File: config.mk
export PLATFORM = sky130hd
export DESIGN_NAME = line_extended_function
export DESIGN_NICKNAME = d
export VERILOG_FILES = /design/src/rtl/line_ef_pkg.sv /design/src/rtl/shared_count_source.sv /design/src/rtl/line_extended_function.sv
export SDC_FILE = /design/constraint.sdc
export NUM_CORES = 1
export LEC_CHECK = 0
export ABC_AREA = 1
export BUFFER_PORTS_ARGS = -buffer_cell sky130_fd_sc_hd__buf_4
export CORE_ASPECT_RATIO = 1.2
export CORE_MARGIN = 2
export CORE_UTILIZATION = 40
export CTS_CLUSTER_DIAMETER = 80
export CTS_CLUSTER_SIZE = 28
export DETAILED_ROUTE_END_ITERATION = 8
export PLACE_DENSITY = 0.52
export SLEW_MARGIN = 10
export SYNTH_ARGS = -nofsm -noshare
export SYNTH_HDL_FRONTEND = slang
export SYNTH_HIERARCHICAL = 1
export SYNTH_SLANG_ARGS = --single-unit
File: constraint.sdc
create_clock -name clk -period 15.4 [get_ports clk]
set_input_delay 1.54 -clock clk [delete_from_list [all_inputs] [get_ports clk]]
set_output_delay 1.54 -clock clk [all_outputs]
set_load 0.01 [all_outputs]
File: src/rtl/line_ef_pkg.sv
/*
 * Constants, register indices and types shared by the output line generator
 * and its count source. Assumes nothing of its surroundings.
 */
package line_ef_pkg;

    localparam int unsigned DATA_W = 32;
    localparam int unsigned HALF_W = 16;
    localparam int unsigned REG_IDX_W = 4;

    // register indices on the register access port
    localparam logic [3:0] IDX_LINE_FEATURE_ENABLE = 4'h0;
    localparam logic [3:0] IDX_LINE_FEATURE_SELECT = 4'h1;
    localparam logic [3:0] IDX_LINE_FEATURE_OPTIONS = 4'h2;
    localparam logic [3:0] IDX_FALLING_COMPARE_POINT = 4'h3;
    localparam logic [3:0] IDX_RISING_COMPARE_POINT = 4'h4;
    localparam logic [3:0] IDX_PULSE_TARGET_COUNT = 4'h5;
    localparam logic [3:0] IDX_PULSES_COMPLETED = 4'h6;
    localparam logic [3:0] IDX_PULSES_TARGET_READBACK = 4'h7;
    localparam logic [3:0] IDX_PULSES_COMPLETED_RESTART = 4'h8;
    localparam logic [3:0] IDX_TICK_DIVIDER = 4'h9;
    localparam logic [3:0] IDX_COUNT_WRAP_VALUE = 4'ha;

    // source-select field of the options register
    localparam int unsigned SRC_W = 3;
    localparam logic [2:0] SRC_ZERO = 3'h0;
    localparam logic [2:0] SRC_ONE = 3'h1;
    localparam logic [2:0] SRC_TWO = 3'h2;

    // function index held in the select register
    localparam logic [31:0] MODE_PHASED_PWM = 32'h0000_0001;
    localparam logic [31:0] MODE_PULSE_TRAIN = 32'h0000_0002;

    // divider: 256 is the largest legal divisor, zero acts as one
    localparam int unsigned DIV_W = 9;
    localparam logic [8:0] DIV_AS_ONE = 9'h001;
    localparam logic [8:0] DIV_ZERO = 9'h000;

    // core clock that the divider is specified against
    localparam int unsigned CORE_CLOCK_RATE_HZ = 80_000_000;

    localparam logic [31:0] WORD_ZERO = 32'h0000_0000;
    localparam logic [31:0] WORD_ONE = 32'h0000_0001;
    localparam logic [31:0] WRAP_FULL_RANGE = 32'h0000_0000;

    typedef enum logic [1:0] {
        SEQ_IDLE,
        SEQ_RUN,
        SEQ_DONE
    } seq_state_t;

endpackage

File: src/rtl/shared_count_source.sv
/*
 * Shared clock-source count: a prescaler that makes the count tick and a
 * 32-bit count that wraps at a programmable value.
 * Assumes a synchronous active-low reset already released cleanly.
 */
module shared_count_source
    import line_ef_pkg::*;
(
    input wire logic clk,
    input wire logic rst_sync_n,
    input wire logic [line_ef_pkg::DIV_W-1:0] tick_divider,
    input wire logic [line_ef_pkg::DATA_W-1:0] count_wrap_value,
    output logic [line_ef_pkg::DATA_W-1:0] count,
    output logic tick
);
    logic [DIV_W-1:0] pre_r;
    logic [DIV_W-1:0] pre_nxt;
    logic [DATA_W-1:0] count_r;
    logic [DATA_W-1:0] count_nxt;
    logic tick_r;
    logic tick_nxt;
    logic [DIV_W-1:0] div_eff;

    always_comb begin
        div_eff = (tick_divider == DIV_ZERO) ? DIV_AS_ONE : tick_divider; // RULE16
        // clk plays the core clock here; its nominal rate is a package constant
        pre_nxt = pre_r + DIV_AS_ONE; // RULE17
        tick_nxt = 1'b0;
        count_nxt = count_r;
        // >= so a smaller divider or wrap taken mid-run cannot overshoot
        if (pre_r >= div_eff - DIV_AS_ONE) begin // RULE16
            pre_nxt = DIV_ZERO;
            tick_nxt = 1'b1;
            if (count_wrap_value != WRAP_FULL_RANGE
                    && count_r >= count_wrap_value - WORD_ONE) begin // RULE19
                count_nxt = WORD_ZERO;
            end else begin
                count_nxt = count_r + WORD_ONE; // RULE19
            end
        end
    end

    always_ff @(posedge clk or negedge rst_sync_n) begin
        if (!rst_sync_n) begin
            pre_r <= DIV_ZERO;
            count_r <= WORD_ZERO;
            tick_r <= 1'b0;
        end else begin
            pre_r <= pre_nxt;
            count_r <= count_nxt;
            tick_r <= tick_nxt;
        end
    end

    assign count = count_r;
    assign tick = tick_r;

endmodule

File: src/rtl/line_extended_function.sv
/*
 * One digital output line with phased PWM and pulse-train functions, its
 * configuration and result registers and the shared count source.
 * Assumes register accesses arrive as single-cycle strobes synchronous to clk
 * and that the pin pad resolves the line level from line_oe.
 */
// Summary of operation
// RULE1 - phased PWM: count equals rising point, line high
// RULE2 - phased PWM: count equals falling point, line low
// RULE3 - options bits 2:0 pick count source
// RULE4 - enable register: zero off, one on
// RULE5 - new PWM points load at next period start
// RULE6 - falling write waits for following rising write
// RULE7 - PWM updates glitch-free except extreme duty jumps
// RULE8 - software drives line low before pulse train
// RULE9 - pulse edges from compare points as PWM
// RULE10 - third config register holds pulse count
// RULE11 - pulse-count write aborts and starts new sequence
// RULE12 - pulse mode: points apply on pulse-count write
// RULE13 - first result returns completed pulse count
// RULE14 - second result returns target pulse count
// RULE15 - restart read returns completed then restarts sequence
// RULE16 - tick is core clock over divisor, zero one
// RULE17 - core clock runs at 80 MHz
// RULE18 - pulse period equals one full count wrap
// RULE19 - count wraps at roll value, zero full range
// RULE20 - select one phased PWM, two pulse train
// RULE21 - after last pulse line held low
module line_extended_function
    import line_ef_pkg::*;
(
    input wire logic clk,
    input wire logic rst_n,
    input wire logic wr_en,
    input wire logic [line_ef_pkg::REG_IDX_W-1:0] wr_idx,
    input wire logic [line_ef_pkg::DATA_W-1:0] wr_data,
    input wire logic rd_en,
    input wire logic [line_ef_pkg::REG_IDX_W-1:0] rd_idx,
    output logic [line_ef_pkg::DATA_W-1:0] rd_data,
    output logic line_out,
    output logic line_oe
);
    import line_ef_pkg::*;

    logic rst_meta_n;
    logic rst_sync_n;

    always_ff @(posedge clk or negedge rst_n) begin
        if (!rst_n) begin
            rst_meta_n <= 1'b0;
            rst_sync_n <= 1'b0;
        end else begin
            rst_meta_n <= 1'b1;
            rst_sync_n <= rst_meta_n;
        end
    end

    // configuration
    logic en_r, en_nxt;
    logic [DATA_W-1:0] mode_r, mode_nxt;
    logic [SRC_W-1:0] src_r, src_nxt;
    logic [DATA_W-1:0] fall_pend_r, fall_pend_nxt;
    logic [DATA_W-1:0] rise_pend_r, rise_pend_nxt;
    logic [DATA_W-1:0] target_r, target_nxt;
    logic [DIV_W-1:0] div_r, div_nxt;
    logic [DATA_W-1:0] wrap_r, wrap_nxt;
    // operating state
    logic [DATA_W-1:0] fall_stg_r, fall_stg_nxt;
    logic [DATA_W-1:0] rise_stg_r, rise_stg_nxt;
    logic upd_r, upd_nxt;
    logic [DATA_W-1:0] fall_act_r, fall_act_nxt;
    logic [DATA_W-1:0] rise_act_r, rise_act_nxt;
    logic [DATA_W-1:0] done_r, done_nxt;
    seq_state_t seq_r, seq_nxt;
    logic out_r, out_nxt;
    logic [DATA_W-1:0] rd_data_r, rd_data_nxt;

    logic [DATA_W-1:0] src_count;
    logic src_tick;
    logic [DATA_W-1:0] sel_count;
    logic period_start;
    logic hit_rise;
    logic hit_fall;
    logic wr_hit_en, wr_hit_sel, wr_hit_opt, wr_hit_fall, wr_hit_rise;
    logic wr_hit_tgt, wr_hit_div, wr_hit_wrap;
    logic rd_restart;

    shared_count_source u_count (
        .clk(clk),
        .rst_sync_n(rst_sync_n),
        .tick_divider(div_r),
        .count_wrap_value(wrap_r),
        .count(src_count),
        .tick(src_tick)
    );

    // sources one and two are the low and high halves of source zero
    always_comb begin
        if (src_r == SRC_ONE) begin // RULE3
            sel_count = {{HALF_W{1'b0}}, src_count[HALF_W-1:0]};
        end else if (src_r == SRC_TWO) begin // RULE3
            sel_count = {{HALF_W{1'b0}}, src_count[DATA_W-1:HALF_W]};
        end else begin
            sel_count = src_count; // RULE3
        end
    end

    assign period_start = src_tick && (sel_count == WORD_ZERO);

    always_comb begin
        wr_hit_en = wr_en && (wr_idx == IDX_LINE_FEATURE_ENABLE);
        wr_hit_sel = wr_en && (wr_idx == IDX_LINE_FEATURE_SELECT);
        wr_hit_opt = wr_en && (wr_idx == IDX_LINE_FEATURE_OPTIONS);
        wr_hit_fall = wr_en && (wr_idx == IDX_FALLING_COMPARE_POINT);
        wr_hit_rise = wr_en && (wr_idx == IDX_RISING_COMPARE_POINT);
        wr_hit_tgt = wr_en && (wr_idx == IDX_PULSE_TARGET_COUNT);
        wr_hit_div = wr_en && (wr_idx == IDX_TICK_DIVIDER);
        wr_hit_wrap = wr_en && (wr_idx == IDX_COUNT_WRAP_VALUE);
        rd_restart = rd_en && (rd_idx == IDX_PULSES_COMPLETED_RESTART);
    end

    always_comb begin
        en_nxt = en_r;
        mode_nxt = mode_r;
        src_nxt = src_r;
        fall_pend_nxt = fall_pend_r;
        rise_pend_nxt = rise_pend_r;
        target_nxt = target_r;
        div_nxt = div_r;
        wrap_nxt = wrap_r;
        fall_stg_nxt = fall_stg_r;
        rise_stg_nxt = rise_stg_r;
        upd_nxt = upd_r;
        fall_act_nxt = fall_act_r;
        rise_act_nxt = rise_act_r;
        done_nxt = done_r;
        seq_nxt = seq_r;
        out_nxt = out_r;
        hit_rise = 1'b0;
        hit_fall = 1'b0;

        // waveform, evaluated once per count value
        if (en_r && src_tick) begin
            if (mode_r == MODE_PHASED_PWM) begin // RULE20
                // staged pair loads only on a period boundary
                if (upd_r && period_start) begin // RULE5 RULE7
                    fall_act_nxt = fall_stg_r;
                    rise_act_nxt = rise_stg_r;
                    upd_nxt = 1'b0;
                end
                hit_rise = (sel_count == rise_act_nxt);
                hit_fall = (sel_count == fall_act_nxt);
                if (hit_rise) begin
                    out_nxt = 1'b1; // RULE1
                end
                // equal points: low wins, line stays quiet
                if (hit_fall) begin
                    out_nxt = 1'b0; // RULE2
                end
            end else if (mode_r == MODE_PULSE_TRAIN && seq_r == SEQ_RUN) begin // RULE20
                hit_rise = (sel_count == rise_act_r);
                hit_fall = (sel_count == fall_act_r);
                if (hit_rise) begin
                    out_nxt = 1'b1; // RULE9 RULE18
                end
                if (hit_fall) begin
                    out_nxt = 1'b0; // RULE9
                    if (out_r) begin
                        done_nxt = done_r + WORD_ONE; // RULE13
                        if (done_r + WORD_ONE >= target_r) begin
                            seq_nxt = SEQ_DONE; // RULE21
                        end
                    end
                end
            end
        end

        if (rd_restart) begin
            done_nxt = WORD_ZERO; // RULE15
            seq_nxt = (target_r == WORD_ZERO) ? SEQ_DONE : SEQ_RUN; // RULE15
            out_nxt = 1'b0;
        end

        if (wr_hit_en) begin
            en_nxt = wr_data[0]; // RULE4
            if (!wr_data[0]) begin
                seq_nxt = SEQ_IDLE;
                out_nxt = 1'b0; // RULE4
            end
        end
        // function changes are refused while the line runs
        if (wr_hit_sel && !en_r) begin
            mode_nxt = wr_data; // RULE20
        end
        if (wr_hit_opt) begin
            src_nxt = wr_data[SRC_W-1:0]; // RULE3
        end
        if (wr_hit_fall) begin
            fall_pend_nxt = wr_data; // RULE6
        end
        if (wr_hit_rise) begin
            rise_pend_nxt = wr_data;
            if (mode_r == MODE_PHASED_PWM) begin // RULE12
                // capture the pair so a later falling write cannot leak in
                fall_stg_nxt = wr_hit_fall ? wr_data : fall_pend_r; // RULE6
                rise_stg_nxt = wr_data;
                upd_nxt = 1'b1; // RULE5
            end
        end
        if (wr_hit_tgt) begin
            target_nxt = wr_data; // RULE10
            fall_act_nxt = fall_pend_r; // RULE12
            rise_act_nxt = rise_pend_r; // RULE12
            done_nxt = WORD_ZERO; // RULE11
            seq_nxt = (wr_data == WORD_ZERO) ? SEQ_DONE : SEQ_RUN; // RULE11
            out_nxt = 1'b0; // RULE11
        end
        if (wr_hit_div) begin
            div_nxt = wr_data[DIV_W-1:0]; // RULE16
        end
        if (wr_hit_wrap) begin
            wrap_nxt = wr_data; // RULE19
        end
    end

    // read data, one cycle after the strobe
    always_comb begin
        rd_data_nxt = rd_data_r;
        if (rd_en) begin
            if (rd_idx == IDX_LINE_FEATURE_ENABLE) begin
                rd_data_nxt = {{(DATA_W-1){1'b0}}, en_r};
            end else if (rd_idx == IDX_LINE_FEATURE_SELECT) begin
                rd_data_nxt = mode_r;
            end else if (rd_idx == IDX_LINE_FEATURE_OPTIONS) begin
                rd_data_nxt = {{(DATA_W-SRC_W){1'b0}}, src_r};
            end else if (rd_idx == IDX_FALLING_COMPARE_POINT) begin
                rd_data_nxt = fall_pend_r;
            end else if (rd_idx == IDX_RISING_COMPARE_POINT) begin
                rd_data_nxt = rise_pend_r;
            end else if (rd_idx == IDX_PULSE_TARGET_COUNT) begin
                rd_data_nxt = target_r;
            end else if (rd_idx == IDX_PULSES_COMPLETED) begin
                rd_data_nxt = done_r; // RULE13
            end else if (rd_idx == IDX_PULSES_TARGET_READBACK) begin
                rd_data_nxt = target_r; // RULE14
            end else if (rd_idx == IDX_PULSES_COMPLETED_RESTART) begin
                rd_data_nxt = done_r; // RULE15
            end else if (rd_idx == IDX_TICK_DIVIDER) begin
                rd_data_nxt = {{(DATA_W-DIV_W){1'b0}}, div_r};
            end else if (rd_idx == IDX_COUNT_WRAP_VALUE) begin
                rd_data_nxt = wrap_r;
            end else begin
                rd_data_nxt = WORD_ZERO;
            end
        end
    end

    always_ff @(posedge clk or negedge rst_sync_n) begin
        if (!rst_sync_n) begin
            en_r <= 1'b0;
            mode_r <= MODE_PHASED_PWM;
            src_r <= SRC_ZERO;
            fall_pend_r <= WORD_ZERO;
            rise_pend_r <= WORD_ZERO;
            target_r <= WORD_ZERO;
            div_r <= DIV_ZERO;
            wrap_r <= WRAP_FULL_RANGE;
            fall_stg_r <= WORD_ZERO;
            rise_stg_r <= WORD_ZERO;
            upd_r <= 1'b0;
            fall_act_r <= WORD_ZERO;
            rise_act_r <= WORD_ZERO;
            done_r <= WORD_ZERO;
            seq_r <= SEQ_IDLE;
            out_r <= 1'b0;
            rd_data_r <= WORD_ZERO;
        end else begin
            en_r <= en_nxt;
            mode_r <= mode_nxt;
            src_r <= src_nxt;
            fall_pend_r <= fall_pend_nxt;
            rise_pend_r <= rise_pend_nxt;
            target_r <= target_nxt;
            div_r <= div_nxt;
            wrap_r <= wrap_nxt;
            fall_stg_r <= fall_stg_nxt;
            rise_stg_r <= rise_stg_nxt;
            upd_r <= upd_nxt;
            fall_act_r <= fall_act_nxt;
            rise_act_r <= rise_act_nxt;
            done_r <= done_nxt;
            seq_r <= seq_nxt;
            out_r <= out_nxt;
            rd_data_r <= rd_data_nxt;
        end
    end

    assign rd_data = rd_data_r;
    assign line_out = out_r;
    // line is released while the generator is off
    assign line_oe = en_r;

endmodule

==> flow_summary_export.csv, run 1 <==
group,metric,value,unit
logic_synthesis,ys.flop_type,"dfrtp_1",
sta,fin_skew,0.0382,ns
cts,clk_pin_slew,0.11,ns
logic_synthesis,ys_types,58,
setup_path,cpMostUsedCell,"nand2_1",
die,row_count,101,
sta,fmax,0.191,GHz
global_route,grt_max_degree,176,
global_route,grt_usage,32.0,%
logic_synthesis,yosysWarnings,6,
die,ios,78,
setup_path,r2r_slack,10.15,ns
setup_path,slowest_stage,"nor2_4",
sta,period_minus_slack,5.25,ns
cts,cts.repair.resized,0,
setup_path,critPathKind,"reg2reg",
power_and_ir_drop,p_per_area,125,nW/um2
sta,hold_viol,0,
die,coreArea,63200,um2
setup_path,path_cells,"inv_1 > nand3_2 > buf_4 > nand2_1 > o21ai_2 > inv_2 > nor2_1 > nand3b_4 > nor2_4 > nand3_2 > buf_4 > inv_2 > nand2_1 > nand3_1 > nand2_1 > nor2_1 > nand2_1 > nor2_1 > nand2_1 > nor2_1 > nor2_1 > nand2_1 > a21oi_1",
sta,fin_crit_sh,34.1,%
die,die_w,235,um
placement,gp_congestion,0.984,
routing,dr.pass1.iters,7,
die,die_y,281,um
cts,postCtsSetupBuffers,0,
routing,wl_per_cell,24.9,um
routing,drtAntennaViolNets,0,
die,design.die.area,65900,um2
global_route,grt_pass1_wl,158,mm
routing,via_per_inst,5.69,
die,floorplan.initialDensity,40.4,%
layout,nets,3592,
cts,htreeDepth,1,
layout,area_growth,9.01,%
layout,fin_area,27900,um2
sta,finalSetupViolations,0,
cts,clkLatencyLatePin,0.64,ns
run,drv_cap,0,
global_route,antenna_found_initial,10,
setup_path,crit_required,15.88,ns
placement,detailed_place_hpwl,81.0,mm
logic_synthesis,syn_avg_cell_area,7.36,um2
logic_synthesis,synth_edf_count,0,
logic_synthesis,synth_top_area_cell,"dfrtp_1",
setup_path,cp-end-kind,"flip-flop",
sta,slew_headroom,18.9,%
layout,fin_util,44.1,%
routing,wl,108,mm
global_route,grt_overflow,0,
logic_synthesis,yosysSeqAreaShare,40.5,%
setup_path,cp_slowest_stage_delay,0.74,ns
power_and_ir_drop,ir_drop,84.0,uV
logic_synthesis,syn-cell-area,25600,um2
setup_path,crit_path_start_kind,"flip-flop",
logic_synthesis,syn_nets,3595,
min_path,holdCritPathClass,"reg2async",
cts,clock-sinks,413,
logic_synthesis,async_reset_ff_share,100,%
placement,portBuffers,77,
routing,drc,0,
logic_synthesis,yosys-top-cells-area,"dfrtp_1 40%, nand2_1 13%, o21ai_0 7.0%, inv_1 6.5%, nand3_1 4.8%",
cts,root_buffer,"clkbuf_16",
cts,clk_path_buf_depth,3,
cts,ctsHoldBuffers,0,
routing,vias,24574,
placement,placed_area,26800,um2
logic_synthesis,syn_inst,3473,
logic_synthesis,synth_seq_cells,413,
sta,slew_violations,0,
routing,dr.first_iter.drc_count,2072,
power_and_ir_drop,power_leakage,13.9,nW
sta,tns,0,ns
setup_path,cp_data_arrival_time,5.73,ns
cts,cts_tree,"done",
setup_path,r2r-start,"src_r[2]$_DFFE_PN0P_",
sta,grt_setup_unrepaired,"false",
logic_synthesis,synth_top_area_share,40.4,%
layout,drive_above_1_share,6.50,%
cts,cts_buffers,29,
status,status,"finished clean",
global_route,grt_pass1_vias,24000,
setup_path,critPathMaxFanout,56,
sta,tightest_slew,1.21,ns
setup_path,startpoint,"src_r[2]$_DFFE_PN0P_",
cell type report:
type	count	area [um2]
inverters	453	1700
diodes	2	5.00
flip-flops and latches	413	10300
clock inverters	22	280
clock buffers	32	747
multi-input cells	2460	12900
repair buffers	113	861
fillers	6589	35300
well taps	824	1030
final timing paths:
check	cells past startpoint	end
setup / recovery	23	line_out$_DFF_PN0_
hold / removal	0	rise_pend_r[18]$_DFFE_PN0P_
setup reg to reg	23	line_out$_DFF_PN0_
hold reg to reg	0	rise_pend_r[18]$_DFFE_PN0P_
max in group asynchronous	2	fall_act_r[6]$_DFFE_PN0P_
min in group clk	0	rst_sync_n$_DFF_PN0_
kinds of logic (layout without fill, tap and decap cells):
| family | after synthesis | count (layout) | synth area share [%] |
|---|---|---|---|
| other cells | 1 | 3 | 0.0147 |
| mux | 2 | 2 | 0.0881 |
| xor+xnor | 109 | 109 | 3.74 |
| compound gates | 638 | 638 | 14.6 |
| simple gates | 1632 | 1632 | 28.0 |
| buf+inv | 600 | 620 | 9.27 |
| flops | 413 | 413 | 40.5 |
| fa+ha+maj | 78 | 78 | 3.82 |
registers in the layout (all words and copies together), names as in the netlist, 2 cells and up:
signal	flops
done_r	32
fall_act_r	32
fall_pend_r	32
fall_stg_r	32
mode_r	32
rd_data	32
rise_act_r	32
rise_pend_r	32
rise_stg_r	32
target_r	32
u_count/count	32
wrap_r	32
div_r	9
u_count/pre_r	9
src_r	3
seq_r	2
placed cells by master (no fill, tap or decap), types with 4 or more instances in the layout:
cell type  Yosys  layout
nor3b_1        6       6
clkbuf_16      0      29
o2111ai_1     11      11
xor2_1        85      85
clkinv_1       4       4
nand3b_1       7       7
o221ai_1      22      22
o211ai_1      41      41
nor4_1        35      35
nor2_4         3       5
clkinv_8       0       5
nand2_1      900     897
o21ai_0      359     359
nand2_2        6       8
nand3_1      243     242
nand4_1      113     113
inv_1        443     443
a31oi_1        4       4
a21oi_1       77      76
a21o_1        12      12
ha_1          78      78
o21ai_2        4       4
nor3_1        35      35
nor2_2         6       8
nor2_1       234     230
a22oi_1       65      65
inv_2          6       6
inv_8          0       4
dfrtp_1      412     410
nand3_2        9      10
o22ai_1       26      26
xnor2_1       24      24
and2_1        18      18
buf_4          4     112
clkinv_4       0       4
per-stage QoR:
step	worst slack [ns]	total power, mW	cells	hold slack, ns
global placement	10.30	2.61	4263	0.345
finish	10.15	3.49	4319	0.354
floorplan	3.04	2.18	3473	0.331
global route	9.81	3.69	4317	0.390
detailed placement	10.22	2.62	4263	0.339
CTS	10.19	3.50	4317	0.369
power breakdown:
part | leakage, nW | internal (mW) | switching, mW
Sequential | 5.29 | 1.25 | 0.235
Combinational | 8.12 | 0.369 | 0.764
Clock | 0.497 | 0.385 | 0.483
cells in the mapped netlist, drive strengths merged, types with 2 or more instances:
cell	count
a2111oi	3
a211oi	3
a21o	12
a21oi	77
a22oi	65
a31oi	4
and2	19
and3	3
buf	41
clkbuf	106
clkinv	4
dfrtp	412
ha	78
inv	449
mux2	2
nand2	906
nand3	254
nand3b	8
nand4	114
nor2	243
nor3	36
nor3b	6
nor4	37
o2111ai	11
o211ai	41
o21a	2
o21ai	369
o221ai	22
o22ai	26
or2	3
xnor2	24
xor2	85
metal layers:
layer | up-vias | share of wire, % | global-route usage (%)
met5 | - | 0 | 0
met4 | 0 | 6.6 | 18.5
met3 | 202 | 5.8 | 3.91
met2 | 867 | 48 | 55.1
met1 | 12013 | 39 | 38.8
li1 | 11492 | - | -
worst max-delay path: cells and delay by family (launching register included):
kind,cells,cell delay [ns]
compound gates,2,0.23
buf+inv,5,1.60
flops,1,0.38
simple gates,16,2.82
Power figures use the tool's default switching activity.
==> run 2, diff against run 1 <==
- PLACE_DENSITY: 0.52 -> 0.54
- clock period: 15.4 -> 4.58 ns (I/O delays scaled with it)
==> run 2 against run 1 <==
Compared with the run above:
- setup slack lost 9.8 ns
- sequential share of layout area fell by 0.76 points
- global-route usage shrank 1.3 points
- critical path depth decreased by 2
- fmax is 24% higher
- cell area increased by 2.1%
- hold slack worse by 0.26 ns
- sequential power increased to 3.3 times the previous value
- flip-flop and latch count stayed put
- clock power grew to 3.9 times the previous value
- via count is 0.25% higher
==> flow_summary_export.csv, run 2 (synthesis gave the netlist of run 1 again) <==
group,metric,value,unit
cts,htreeDepth,2,
global_route,antenna_found_initial,0,
routing,met3_length,5.79,mm
placement,gp_congestion,0.946,
global_route,grt_pass1_wl,153,mm
placement,placed_area,27100,um2
layout,fin_cells,4352,
placement,portBuffers,77,
layout,nFillCells,6536,
cts,clk_path_buf_depth,3,
power_and_ir_drop,internal_power,7.16,mW
die,die_y,281,um
setup_path,slowest_stage,"dfrtp_1",
sta,finalSetupViolations,0,
layout,register_area,10300,um2
cts,root_buffer,"clkbuf_16",
setup_path,critPathMaxFanout,3,
routing,wl_per_cell,23.4,um
cts,clk_pin_slew,0.09,ns
power_and_ir_drop,power_leakage,14.2,nW
layout,area_growth,11.3,%
layout,fin_area,28400,um2
power_and_ir_drop,p_switching,5.06,mW
power_and_ir_drop,p_per_area,430,nW/um2
sta,tightest_slew,1.16,ns
routing,wl_met1,41.2,mm
setup_path,crit_required,5.06,ns
routing,wl,102,mm
sta,grt_setup_unrepaired,"false",
sta,fin_crit_sh,92.6,%
placement,dp_cells,4289,
power_and_ir_drop,swShare,41.4,%
run,drv_cap,0,
layout,multi_input_area,12900,um2
sta,slew_violations,0,
sta,slew_headroom,22.4,%
cts,clkLatencyLatePin,0.60,ns
routing,vias,24636,
status,status,"finished clean",
routing,drtAntennaViolNets,0,
die,design.die.area,65900,um2
routing,drc,0,
sta,tns,0,ns
cts,cts_buffers,35,
power_and_ir_drop,ir_drop,234,uV
layout,final_common_cell,"nand2_1",
power_and_ir_drop,pwr-share-comb,31.4,%
sta,hold_viol,0,
die,die_w,235,um
setup_path,path_cells,"ha_1 > nand3_1 > nor3_2 > inv_1 > buf_4 > nor3_1 > nand4_1 > nor3_1 > nand2_1 > nor4_1 > xor2_1 > inv_1 > ha_1 > nand4_1 > a21oi_1 > a2111oi_2 > o21ai_2 > nand3_1 > nand3b_1 > nand4_1 > nand2_1",
cts,cts_tree,"done",
cts,clock-sinks,413,
die,floorplan.initialDensity,40.4,%
routing,wl_met2,48.7,mm
layout,nets,3625,
layout,insertedDiodeCount,0,
sta,fin_skew,0.0485,ns
setup_path,critPathKind,"reg2reg",
global_route,grt_max_degree,118,
layout,final_cell_mix,"897 x nand2_1, 443 x inv_1, 410 x dfrtp_1, 358 x o21ai_0, 242 x nand3_1",
setup_path,cp_data_arrival_time,4.72,ns
global_route,grt_usage,30.7,%
setup_path,cp-end-kind,"flip-flop",
setup_path,crit_path_start_kind,"flip-flop",
setup_path,cp_slowest_stage_delay,0.38,ns
power_and_ir_drop,p_clk_share,28.0,%
die,ios,78,
die,coreArea,63200,um2
global_route,grt_overflow,0,
layout,drive_above_1_share,7.68,%
routing,dr.pass1.iters,8,
layout,fin_util,45.0,%
routing,via_per_inst,5.66,
setup_path,cpMostUsedCell,"nand4_1",
cts,postCtsSetupBuffers,0,
sta,fmax,0.236,GHz
sta,period_minus_slack,4.24,ns
min_path,holdCritPathClass,"in2reg",
placement,detailed_place_hpwl,76.9,mm
die,row_count,101,
power_and_ir_drop,p_seq_share,40.7,%
routing,dr.first_iter.drc_count,2255,
routing,top_layer,"met4",
global_route,grt_pass1_vias,24089,
run 2: worst paths after layout:
check                                           start                       end  slack (ns)  depth (start not counted)
worst max-delay path            done_r[0]$_DFFE_PN0P_        seq_r[1]$_DFF_PN0_        0.34                         21
worst max register to register  done_r[0]$_DFFE_PN0P_        seq_r[1]$_DFF_PN0_        0.34                         21
max in group asynchronous        rst_sync_n$_DFF_PN0_     done_r[7]$_DFFE_PN0P_        2.96                          1
worst min-delay path                      wr_data[30]  target_r[30]$_DFFE_PN0P_        0.09                          3
worst min register to register   rst_meta_n$_DFF_PN0_      rst_sync_n$_DFF_PN0_        0.36                          0
min in group asynchronous                       rst_n      rst_sync_n$_DFF_PN0_        0.18                          2
run 2: routing by layer:
metal	vias up	global-route usage [%]
met5	-	0
met4	0	16.7
met3	225	3.59
met2	900	52.1
met1	11939	38.2
li1	11572	-
run 2: final cells by class:
class / instances / share of cell area (%)
clock inverter: 24 / 1.28
timing repair buffer: 140 / 4.06
inverter: 453 / 5.98
multi-input combinational: 2460 / 45.5
sequential: 413 / 36.4
clock buffer: 38 / 3.19
tap: 824 / 3.63
run 2: critical path, delay by kind of cell (launching register included):
family / cells / cell delay (ns)
compound gates: 3 / 0.54
xor+xnor: 1 / 0.23
fa+ha+maj: 2 / 0.48
buf+inv: 3 / 0.35
flops: 1 / 0.38
simple gates: 12 / 2.18
run 2: power groups by stage:
stage                     Sequential [mW]  Clock (mW)  Combinational, mW
after floorplan                      4.72           0               2.62
after global placement               5.00           0               3.71
after detailed placement             5.01           0               3.78
after CTS                            4.95        3.49               3.80
after global routing                 5.01        3.62               4.28
final                                4.96        3.42               3.83
run 2: stage by stage:
step,power [mW],hold slack [ns],setup slack [ns]
final,12.2,0.0897,0.340
after global routing,12.9,0.0749,0.0522
after CTS,12.2,0.0581,0.0140
after detailed placement,8.79,0.241,0.00976
after global placement,8.72,0.241,0.0788
after floorplan,7.33,0.162,0.528
run 2: what timing repair did:
action | in CTS | in global routing
setup endpoints to repair | 0 | 2
hold buffers | 1 | 0
hold endpoints to repair | 2 | 0
gates resized for setup | 0 | 12
